===== config.mk =====
export PLATFORM = sky130hd
export DESIGN_NAME = safety_timing_relay
export DESIGN_NICKNAME = d
export VERILOG_FILES = /design/src/rtl/safety_timing_relay.v
export VERILOG_INCLUDE_DIRS = /design/src /design/src/shared
export SDC_FILE = /design/constraint.sdc
export NUM_CORES = 1
export LEC_CHECK = 0
export CORE_UTILIZATION = 35
export DETAILED_ROUTE_END_ITERATION = 10
export DONT_BUFFER_PORTS = 1
export PLACE_DENSITY = 0.61
export SLEW_MARGIN = 20
export SYNTH_ARGS = -nofsm -noshare
export SYNTH_HDL_FRONTEND = slang
export SYNTH_SLANG_ARGS = --single-unit

===== constraint.sdc =====
create_clock -name clk_i -period 9.5 [get_ports clk_i]
set_input_delay 0.95 -clock clk_i [delete_from_list [all_inputs] [get_ports clk_i]]
set_output_delay 0.95 -clock clk_i [all_outputs]
set_load 0.01 [all_outputs]

===== src/shared/safety_timing_relay_defines.vh =====
// Constants for the safety timing relay: modes, time bases, codes and timing
`ifndef SAFETY_TIMING_RELAY_DEFINES_VH
`define SAFETY_TIMING_RELAY_DEFINES_VH

// Switching modes
`define MODE_ON_DELAY 3'h0
`define MODE_OFF_DELAY 3'h1
`define MODE_OFF_RETRIG 3'h2
`define MODE_ON_OFF 3'h3
`define MODE_PULSE 3'h4
`define MODE_FLASH 3'h5

// Time bases
`define BASE_SEC 2'h0
`define BASE_MIN_SEC 2'h1
`define BASE_HR_MIN 2'h2

// Preset limits and scaling into 50 ms ticks
`define PRESET_MS_MAX 20'hf421e
`define PRESET_MS_HALF 24'h000019
`define PRESET_MS_STEP 24'h000032
`define PRESET_MS_MAX_TICKS 24'h004e1f
`define PRESET_UNIT_MAX 20'h0176f
`define TICKS_PER_SEC 24'h000014
`define TICKS_PER_MIN 24'h0004b0

// Tick period, clock rate and the derived cycle count
`define TICK_US 50000
`define CLK_MHZ 250
`define TICK_CYCLES (`TICK_US * `CLK_MHZ)

// State encodings
`define ST_OFF 3'h0
`define ST_ARMED 3'h1
`define ST_TIME 3'h2
`define ST_HOLD 3'h3
`define ST_WAIT_FALL 3'h4
`define ST_FAULT 3'h5

// Diagnostic codes
`define DIAG_NO_ENABLE 32'h00000000
`define DIAG_WAIT_START 32'h00002001
`define DIAG_WAIT_FALL_OFF 32'h0000200b
`define DIAG_RUN_OFF 32'h0000200c
`define DIAG_STOP_OFF 32'h0000200d
`define DIAG_ACTIVE 32'h0000800c
`define DIAG_WAIT_FALL_ON 32'h0000800d
`define DIAG_RUN_ON 32'h0000800e
`define DIAG_STOP_ON 32'h0000800f
`define DIAG_FAULT 32'h0000c001

`endif


===== src/rtl/safety_timing_relay.v =====
// Safety timing relay function block with six switching modes
//
// Summary of operation
// - Diagnostic word reads 0000 without enable.
// - Code 2001 while armed awaiting trigger.
// - Codes 200B/800D while awaiting trigger fall.
// - Codes 200C/800E while preset time runs.
// - Codes 200D/800F while stop coil halts timing.
// - Code 800C when contact closed otherwise.
// - Elapsed time of current run is output.
// - Armed by activation, timing started by trigger.
// - Stop coil freezes time, resumes afterwards.
// - Error contact closes on detected error.
// - Preset scaled by time base, ms rounded.
// - On-delay closes after preset, opens on drop.
// - Early trigger drop abandons on-delay run.
// - Activation drop opens contact immediately.
// - Off-delay runs after trigger falls, then opens.
// - Non-retrig off-delay accumulates off periods.
// - Retrig off-delay restarts time on trigger.
// - On/off mode: first on, second off delay.
// - Early drop keeps open; stop idle between.
// - Single pulse closes for exactly preset time.
// - Flashing alternates first/second preset while triggered.
// - Time counted in 50 ms ticks.
// - Presets limited to 999.95 s or 99:59.
`timescale 1ns/1ps
`default_nettype none
`include "safety_timing_relay_defines.vh"

module safety_timing_relay #(
    parameter integer TICK_CYCLES = `TICK_CYCLES,
    parameter integer PRESET_W = 20,
    parameter integer TIME_W = 24
) (
    input wire clk_i,
    input wire reset_n_i,
    input wire activation_coil_i,
    input wire trigger_coil_i,
    input wire stop_coil_i,
    input wire [2:0] mode_i,
    input wire [1:0] time_base_i,
    input wire [PRESET_W-1:0] first_preset_i,
    input wire [PRESET_W-1:0] second_preset_i,
    output reg enable_contact_o,
    output reg error_contact_o,
    output reg [TIME_W-1:0] elapsed_time_value_o,
    output reg [31:0] diagnostic_word_o
);

    // Convert a preset into 50 ms ticks
    function [TIME_W-1:0] to_ticks;
        input [1:0] base;
        input [PRESET_W-1:0] value;
        reg [TIME_W-1:0] wide;
        begin
            wide = {{(TIME_W-PRESET_W){1'b0}}, value};
            case (base)
                `BASE_SEC: to_ticks = (wide + `PRESET_MS_HALF) / `PRESET_MS_STEP;
                `BASE_MIN_SEC: to_ticks = wide * `TICKS_PER_SEC;
                default: to_ticks = wide * `TICKS_PER_MIN;
            endcase
        end
    endfunction

    // Range check of one preset
    function preset_bad;
        input [1:0] base;
        input [PRESET_W-1:0] value;
        begin
            case (base)
                `BASE_SEC: preset_bad = (value > `PRESET_MS_MAX);
                `BASE_MIN_SEC: preset_bad = (value > `PRESET_UNIT_MAX);
                `BASE_HR_MIN: preset_bad = (value > `PRESET_UNIT_MAX);
                default: preset_bad = 1'b1;
            endcase
        end
    endfunction

    // Diagnostic code for a state
    function [31:0] diag_of;
        input [2:0] st;
        input out;
        input stopped;
        begin
            case (st)
                `ST_OFF: diag_of = `DIAG_NO_ENABLE;
                `ST_ARMED: diag_of = `DIAG_WAIT_START;
                `ST_WAIT_FALL: diag_of = out ? `DIAG_WAIT_FALL_ON : `DIAG_WAIT_FALL_OFF;
                `ST_TIME: begin
                    if (stopped) begin
                        diag_of = out ? `DIAG_STOP_ON : `DIAG_STOP_OFF;
                    end else begin
                        diag_of = out ? `DIAG_RUN_ON : `DIAG_RUN_OFF;
                    end
                end
                `ST_HOLD: diag_of = out ? `DIAG_ACTIVE : `DIAG_WAIT_START;
                `ST_FAULT: diag_of = `DIAG_FAULT;
                default: diag_of = `DIAG_NO_ENABLE;
            endcase
        end
    endfunction

    reg [2:0] state_ff;
    reg [2:0] nxt_state;
    reg [2:0] mode_ff;
    reg [2:0] nxt_mode;
    reg phase_ff;
    reg nxt_phase;
    reg out_ff;
    reg nxt_out;
    reg [TIME_W-1:0] elapsed_ff;
    reg [TIME_W-1:0] nxt_elapsed;
    reg [23:0] presc_ff;
    reg [23:0] nxt_presc;

    wire [TIME_W-1:0] first_ticks;
    wire [TIME_W-1:0] second_ticks;
    wire [TIME_W-1:0] target;
    wire cfg_bad;
    wire counting;
    wire tick;
    wire expired;

    localparam integer TICK_LAST_I = TICK_CYCLES - 1;
    localparam [23:0] TICK_LAST = TICK_LAST_I[23:0];

    assign first_ticks = to_ticks(time_base_i, first_preset_i);
    assign second_ticks = to_ticks(time_base_i, second_preset_i);
    assign target = phase_ff ? second_ticks : first_ticks;
    assign cfg_bad = preset_bad(time_base_i, first_preset_i) |
                     preset_bad(time_base_i, second_preset_i) |
                     (mode_i > `MODE_FLASH);
    assign counting = (state_ff == `ST_TIME) && !stop_coil_i;
    assign tick = counting && (presc_ff == TICK_LAST);
    // A preset that rounds to zero ticks (under 25 ms) expires at once; 25 to 74 ms presets wait one tick
    assign expired = (state_ff == `ST_TIME) && (elapsed_ff >= target);

    always @* begin
        nxt_state = state_ff;
        nxt_mode = mode_ff;
        nxt_phase = phase_ff;
        nxt_out = out_ff;
        nxt_elapsed = elapsed_ff;
        // Prescaler holds while stopped so a resumed run keeps its fraction
        nxt_presc = presc_ff;
        if (counting) begin
            nxt_presc = tick ? 24'h000000 : presc_ff + 24'h000001;
        end
        if (tick) begin
            nxt_elapsed = elapsed_ff + {{(TIME_W-1){1'b0}}, 1'b1};
        end

        if (!activation_coil_i) begin
            nxt_state = `ST_OFF;
            nxt_out = 1'b0;
            nxt_phase = 1'b0;
            nxt_elapsed = {TIME_W{1'b0}};
            nxt_presc = 24'h000000;
        // mode change while active is a fault
        end else if (state_ff != `ST_OFF && state_ff != `ST_FAULT &&
                     (cfg_bad || mode_i != mode_ff)) begin
            nxt_state = `ST_FAULT;
            nxt_out = 1'b0;
        end else begin
            case (state_ff)
                `ST_OFF: begin
                    nxt_mode = mode_i;
                    nxt_state = cfg_bad ? `ST_FAULT : `ST_ARMED;
                end
                `ST_ARMED: begin
                    nxt_phase = 1'b0;
                    nxt_elapsed = {TIME_W{1'b0}};
                    nxt_presc = 24'h000000;
                    if (trigger_coil_i) begin
                        case (mode_ff)
                            `MODE_OFF_DELAY, `MODE_OFF_RETRIG: begin
                                nxt_state = `ST_HOLD;
                                nxt_out = 1'b1;
                            end
                            `MODE_PULSE, `MODE_FLASH: begin
                                nxt_state = `ST_TIME;
                                nxt_out = 1'b1;
                            end
                            default: begin
                                nxt_state = `ST_TIME;
                                nxt_out = 1'b0;
                            end
                        endcase
                    end
                end
                `ST_TIME: begin
                    case (mode_ff)
                        `MODE_ON_DELAY: begin
                            if (!trigger_coil_i) begin
                                nxt_state = `ST_ARMED;
                            end else if (expired) begin
                                nxt_state = `ST_HOLD;
                                nxt_out = 1'b1;
                            end
                        end
                        `MODE_OFF_DELAY, `MODE_OFF_RETRIG: begin
                            if (trigger_coil_i) begin
                                if (mode_ff == `MODE_OFF_RETRIG) begin
                                    nxt_state = `ST_HOLD;
                                    nxt_elapsed = {TIME_W{1'b0}};
                                    nxt_presc = 24'h000000;
                                end else begin
                                    nxt_state = `ST_WAIT_FALL;
                                end
                            end else if (expired) begin
                                nxt_state = `ST_ARMED;
                                nxt_out = 1'b0;
                            end
                        end
                        `MODE_ON_OFF: begin
                            if (!phase_ff) begin
                                if (!trigger_coil_i) begin
                                    nxt_state = `ST_ARMED;
                                end else if (expired) begin
                                    nxt_state = `ST_HOLD;
                                    nxt_out = 1'b1;
                                end
                            end else if (trigger_coil_i) begin
                                nxt_state = `ST_HOLD;
                                nxt_phase = 1'b0;
                            end else if (expired) begin
                                nxt_state = `ST_ARMED;
                                nxt_out = 1'b0;
                                nxt_phase = 1'b0;
                            end
                        end
                        `MODE_PULSE: begin
                            if (expired) begin
                                nxt_out = 1'b0;
                                nxt_state = trigger_coil_i ? `ST_WAIT_FALL : `ST_ARMED;
                            end
                        end
                        default: begin
                            if (!trigger_coil_i) begin
                                nxt_state = `ST_ARMED;
                                nxt_out = 1'b0;
                                nxt_phase = 1'b0;
                            end else if (expired) begin
                                nxt_phase = !phase_ff;
                                nxt_out = phase_ff;
                                nxt_elapsed = {TIME_W{1'b0}};
                                nxt_presc = 24'h000000;
                            end
                        end
                    endcase
                end
                `ST_HOLD: begin
                    // Stop coil has no effect here since nothing counts
                    if (!trigger_coil_i) begin
                        case (mode_ff)
                            `MODE_ON_DELAY: begin
                                nxt_state = `ST_ARMED;
                                nxt_out = 1'b0;
                            end
                            `MODE_ON_OFF: begin
                                nxt_state = `ST_TIME;
                                nxt_phase = 1'b1;
                                nxt_elapsed = {TIME_W{1'b0}};
                                nxt_presc = 24'h000000;
                            end
                            default: begin
                                nxt_state = `ST_TIME;
                            end
                        endcase
                    end
                end
                `ST_WAIT_FALL: begin
                    if (!trigger_coil_i) begin
                        nxt_state = (mode_ff == `MODE_PULSE) ? `ST_ARMED : `ST_TIME;
                    end
                end
                `ST_FAULT: begin
                    // Only dropping activation acknowledges a fault
                    nxt_out = 1'b0;
                end
                default: begin
                    nxt_state = `ST_OFF;
                    nxt_out = 1'b0;
                end
            endcase
        end
    end

    always @(posedge clk_i or negedge reset_n_i) begin
        if (!reset_n_i) begin
            state_ff <= `ST_OFF;
            mode_ff <= `MODE_ON_DELAY;
            phase_ff <= 1'b0;
            out_ff <= 1'b0;
            elapsed_ff <= {TIME_W{1'b0}};
            presc_ff <= 24'h000000;
            enable_contact_o <= 1'b0;
            error_contact_o <= 1'b0;
            elapsed_time_value_o <= {TIME_W{1'b0}};
            diagnostic_word_o <= `DIAG_NO_ENABLE;
        end else begin
            state_ff <= nxt_state;
            mode_ff <= nxt_mode;
            phase_ff <= nxt_phase;
            out_ff <= nxt_out;
            elapsed_ff <= nxt_elapsed;
            presc_ff <= nxt_presc;
            enable_contact_o <= nxt_out;
            error_contact_o <= (nxt_state == `ST_FAULT);
            elapsed_time_value_o <= nxt_elapsed;
            diagnostic_word_o <= diag_of(nxt_state, nxt_out, stop_coil_i);
        end
    end

endmodule // safety_timing_relay
`default_nettype wire


==> reports/summary.txt <==
Critical R2R Capture - diagnostic_word_o[13]
Core Rows - 81
Power Density - 486 mW/mm2
Crit Path Max Fanout - 10
Failing checks - negative setup slack
Worst Setup EP - diagnostic_word_o[13]
Vias per Instance - 5.67
Setup tns final - -226.52 ns
Yosys cell types - 125
Setup-failing EPs final - 60
Initial Utilization - 35.6%
Initial antenna violation count - 0
Routability cong. - 0.922
Synthesized netlist cell count - 2296
Drt wl/cell - 18.7 um
Critical path type - input port to flip-flop
Core Area - 0.0493 mm2
CTS tree - yes
Clock network power share - 3.3%
H-tree depth - 3
Post-route DRC - 0
DR iter-0 viols - 1338
Clock Pin Slew Worst Setup and Hold Paths - 0.06 ns
Max-slew headroom - 46.0%
Reg2reg setup slack - 3.58 ns
Critical Path Sink Type - flip-flop
Cell leakage power - 11.0 nW
Post-route ant nets - 0
Flop pwr share - 2.7%
Seq/Total Area, Yosys - 8.98%
Data required, critical path - 9.71 ns
Critical Path Max Stage Delay - 0.59 ns
Final Total Pwr - 12.0 mW
WHS - 0.307 ns
Final Worst Setup Slack - -4.12 ns
Drt total wl - 65400 um
Status - finished with violations
Slew @ Worst Pin - 0.803 ns
Max Slew Vio Count - 0
DRT Pass-1 Iters - 5
Die W - 226 um
N_diodes - 0
CTS hold repair buffers - 0
Synth Area in XOR/XNOR - 10.8%
Critical R2R Launch - phase_ff
Largest family of logic cells by synthesized area - compound AO/OA/AOI/OAI gates
F_max - 0.0734 GHz
EDFF count, synth - 0
Largest net degree at the start of global routing - 64
RSZ-0062 raised after global routing - true
Finished Cell Area - 0.0246 mm2
GRT Util Overall - 24.5%
NetSw - 5.71 mW
Critical-path top delay cell - or4_4
Crit path DAT - 13.83 ns
Fin crit period - 13.62 ns
Synth Area in Simple Gates - 20.9%
CTS root buf - clkbuf_16
Critical path startpoint category - input port
Yosys reg bits - 63
Tcrit/Tclk final - 143%
Die Y - 226 um
Max-cap violations - 0
Ys async rst share - 100%
Layout cells sized above 1 - 34.0%
Vias in the first global route - 19300
Clock Latency Late Sink - 0.34 ns
Mapped Area - 0.0176 mm2
Int Power - 6.26 mW
Total CTS buffers - 9
Grt total ovfl - 0
Clock Skew - 0.0109 ns
Max clock buf depth - 2
Port bufs - 0
Logic pwr share - 94.0%
IO Pins - 108
Nets - 3102
Most used DFF post-synth - dfrtp_1
Sw Ratio - 47.7%
VDD IR max - 674 uV
R2R depth - 37
Compound-cell area share of the yosys netlist - 30.7%
Placed Area - 0.0223 mm2
First-pass GRT wire length - 102000 um
Mux cell area share after synthesis - 2.42%
Area growth from synthesis to layout - 40.1%
Syn. warnings - 0
Via Count - 19800
Clk sinks - 63
Avg Synthesized Cell Area - 7.65 um2
Worst setup path startpoint - second_preset_i[0]
Fin util - 50.0%
Adder-cell share of the synthesized area - 19.0%
Post-DP HPWL - 51000 um
Hold crit path type - input port to async pin
Worst path most repeated cell - o21ai_1
Final hold vios - 0
Fill cells - 4776
DIE AREA - 0.0511 mm2
[state kept, by name (all words and copies together) (netlist names)]
name and flops:
diagnostic_word_o 7, state_ff 3, elapsed_ff 24, phase_ff 1
mode_ff 3, presc_ff 24, out_ff 1
[power by group through the flow]
stage / combinational (mW) / clock (mW) / sequential (mW)
final: 11.3 / 0.397 / 0.318
after global routing: 12.2 / 0.412 / 0.321
after CTS: 9.97 / 0.399 / 0.316
after detailed placement: 9.76 / 0 / 0.321
after global placement: 9.61 / 0 / 0.320
after floorplan: 6.10 / 0 / 0.299
[what timing repair did]
action / CTS / global route
gates cloned: 4 / 1
pin swaps: 30 / 139
setup buffers: 15 / 51
resized for setup: 50 / 250
setup endpoints to repair: 60 / 60
[stage by stage]
step           worst slack, ns  cells
2_1_floorplan            -3.54   2320
3_3_place_gp             -4.59   3406
3_5_place_dp             -4.61   3406
4_1_cts                  -4.13   3440
5_1_grt                  -4.80   3490
6_report                 -4.12   3490
[cells by family (layout without fill, tap and decap cells)]
family / count (synthesis) / count (layout)
buf+inv: 300 / 803
other cells: 1 / 25
xor+xnor: 212 / 212
fa+ha+maj: 233 / 233
mux: 40 / 40
compound gates: 728 / 728
simple gates: 719 / 722
flops: 63 / 63
[layout make-up]
class                           count  area (um2)  share of cell area (%)
Inverter                          204         768                    3.12
Tap cell                          664         831                    3.38
Clock inverter                      6         115                   0.468
Clock buffer                       10         239                   0.971
Sequential cell                    63        1580                    6.41
Multi-Input combinational cell   1960       16500                    67.2
Timing Repair Buffer              583        4530                    18.4
[synth_stat cells (41+ instances only)]
| library cell | number | area, um2 |
|---|---|---|
| a21oi_1 | 141 | 706 |
| dfrtp_1 | 63 | 1580 |
| xor2_1 | 77 | 674 |
| a21o_1 | 46 | 345 |
| o21ai_0 | 113 | 566 |
| nand2_1 | 158 | 593 |
| nand3_1 | 73 | 365 |
| inv_1 | 202 | 758 |
| ha_1 | 175 | 2190 |
| nand4_1 | 44 | 275 |
| fa_1 | 56 | 1120 |
| xnor2_1 | 130 | 1140 |
| clkbuf_1 | 41 | 154 |
| nor3_1 | 53 | 265 |
| nor2_1 | 196 | 736 |
[worst max-delay path: cells and delay by family]
kind | cells | cell delay [ns]
fa+ha+maj | 2 | 0.42
xor+xnor | 3 | 0.62
compound gates | 34 | 5.96
simple gates | 25 | 4.07
mux | 3 | 0.62
buf+inv | 8 | 1.19
[layout by cell type (no fill, tap or decap), types with 15 or more instances in the layout]
cell type	n
buf_4	556
inv_1	201
ha_1	170
nor2_1	166
nand2_1	151
xnor2_1	122
a21oi_1	118
o21ai_0	86
xor2_1	73
dfrtp_1	63
nand3_1	62
fa_1	56
a21o_1	46
nand4_1	44
nor3_1	40
o21bai_1	37
o21ai_1	30
o211ai_1	29
conb_1	25
and3_1	24
a21oi_2	24
nor2_2	22
buf_6	22
nand2b_1	21
nor2b_1	21
a31oi_1	20
and2_1	18
a211oi_1	18
o21ai_2	15
mux2i_1	15
a221oi_1	15
[how the worst min path moves through the flow]
stage                   end  slack (ns)  depth (start not counted)
3_3_place_gp   presc_ff[21]        0.53                          2
3_5_place_dp   presc_ff[23]        0.54                          2
4_1_cts        presc_ff[16]        0.30                          0
6_report        presc_ff[4]        0.31                          0
2_1_floorplan  presc_ff[23]        0.51                          2
5_1_grt         presc_ff[7]        0.29                          0
[metal layers]
layer / global-route usage [%] / share of wire (%) / up-vias
met4: 4.65 / 1.9 / 0
met1: 33.7 / 46 / 9709
met5: 0 / 0 / -
met2: 41.1 / 47 / 524
li1: - / - / 9471
met3: 2.99 / 5.4 / 81
Power figures use the tool's default switching activity.
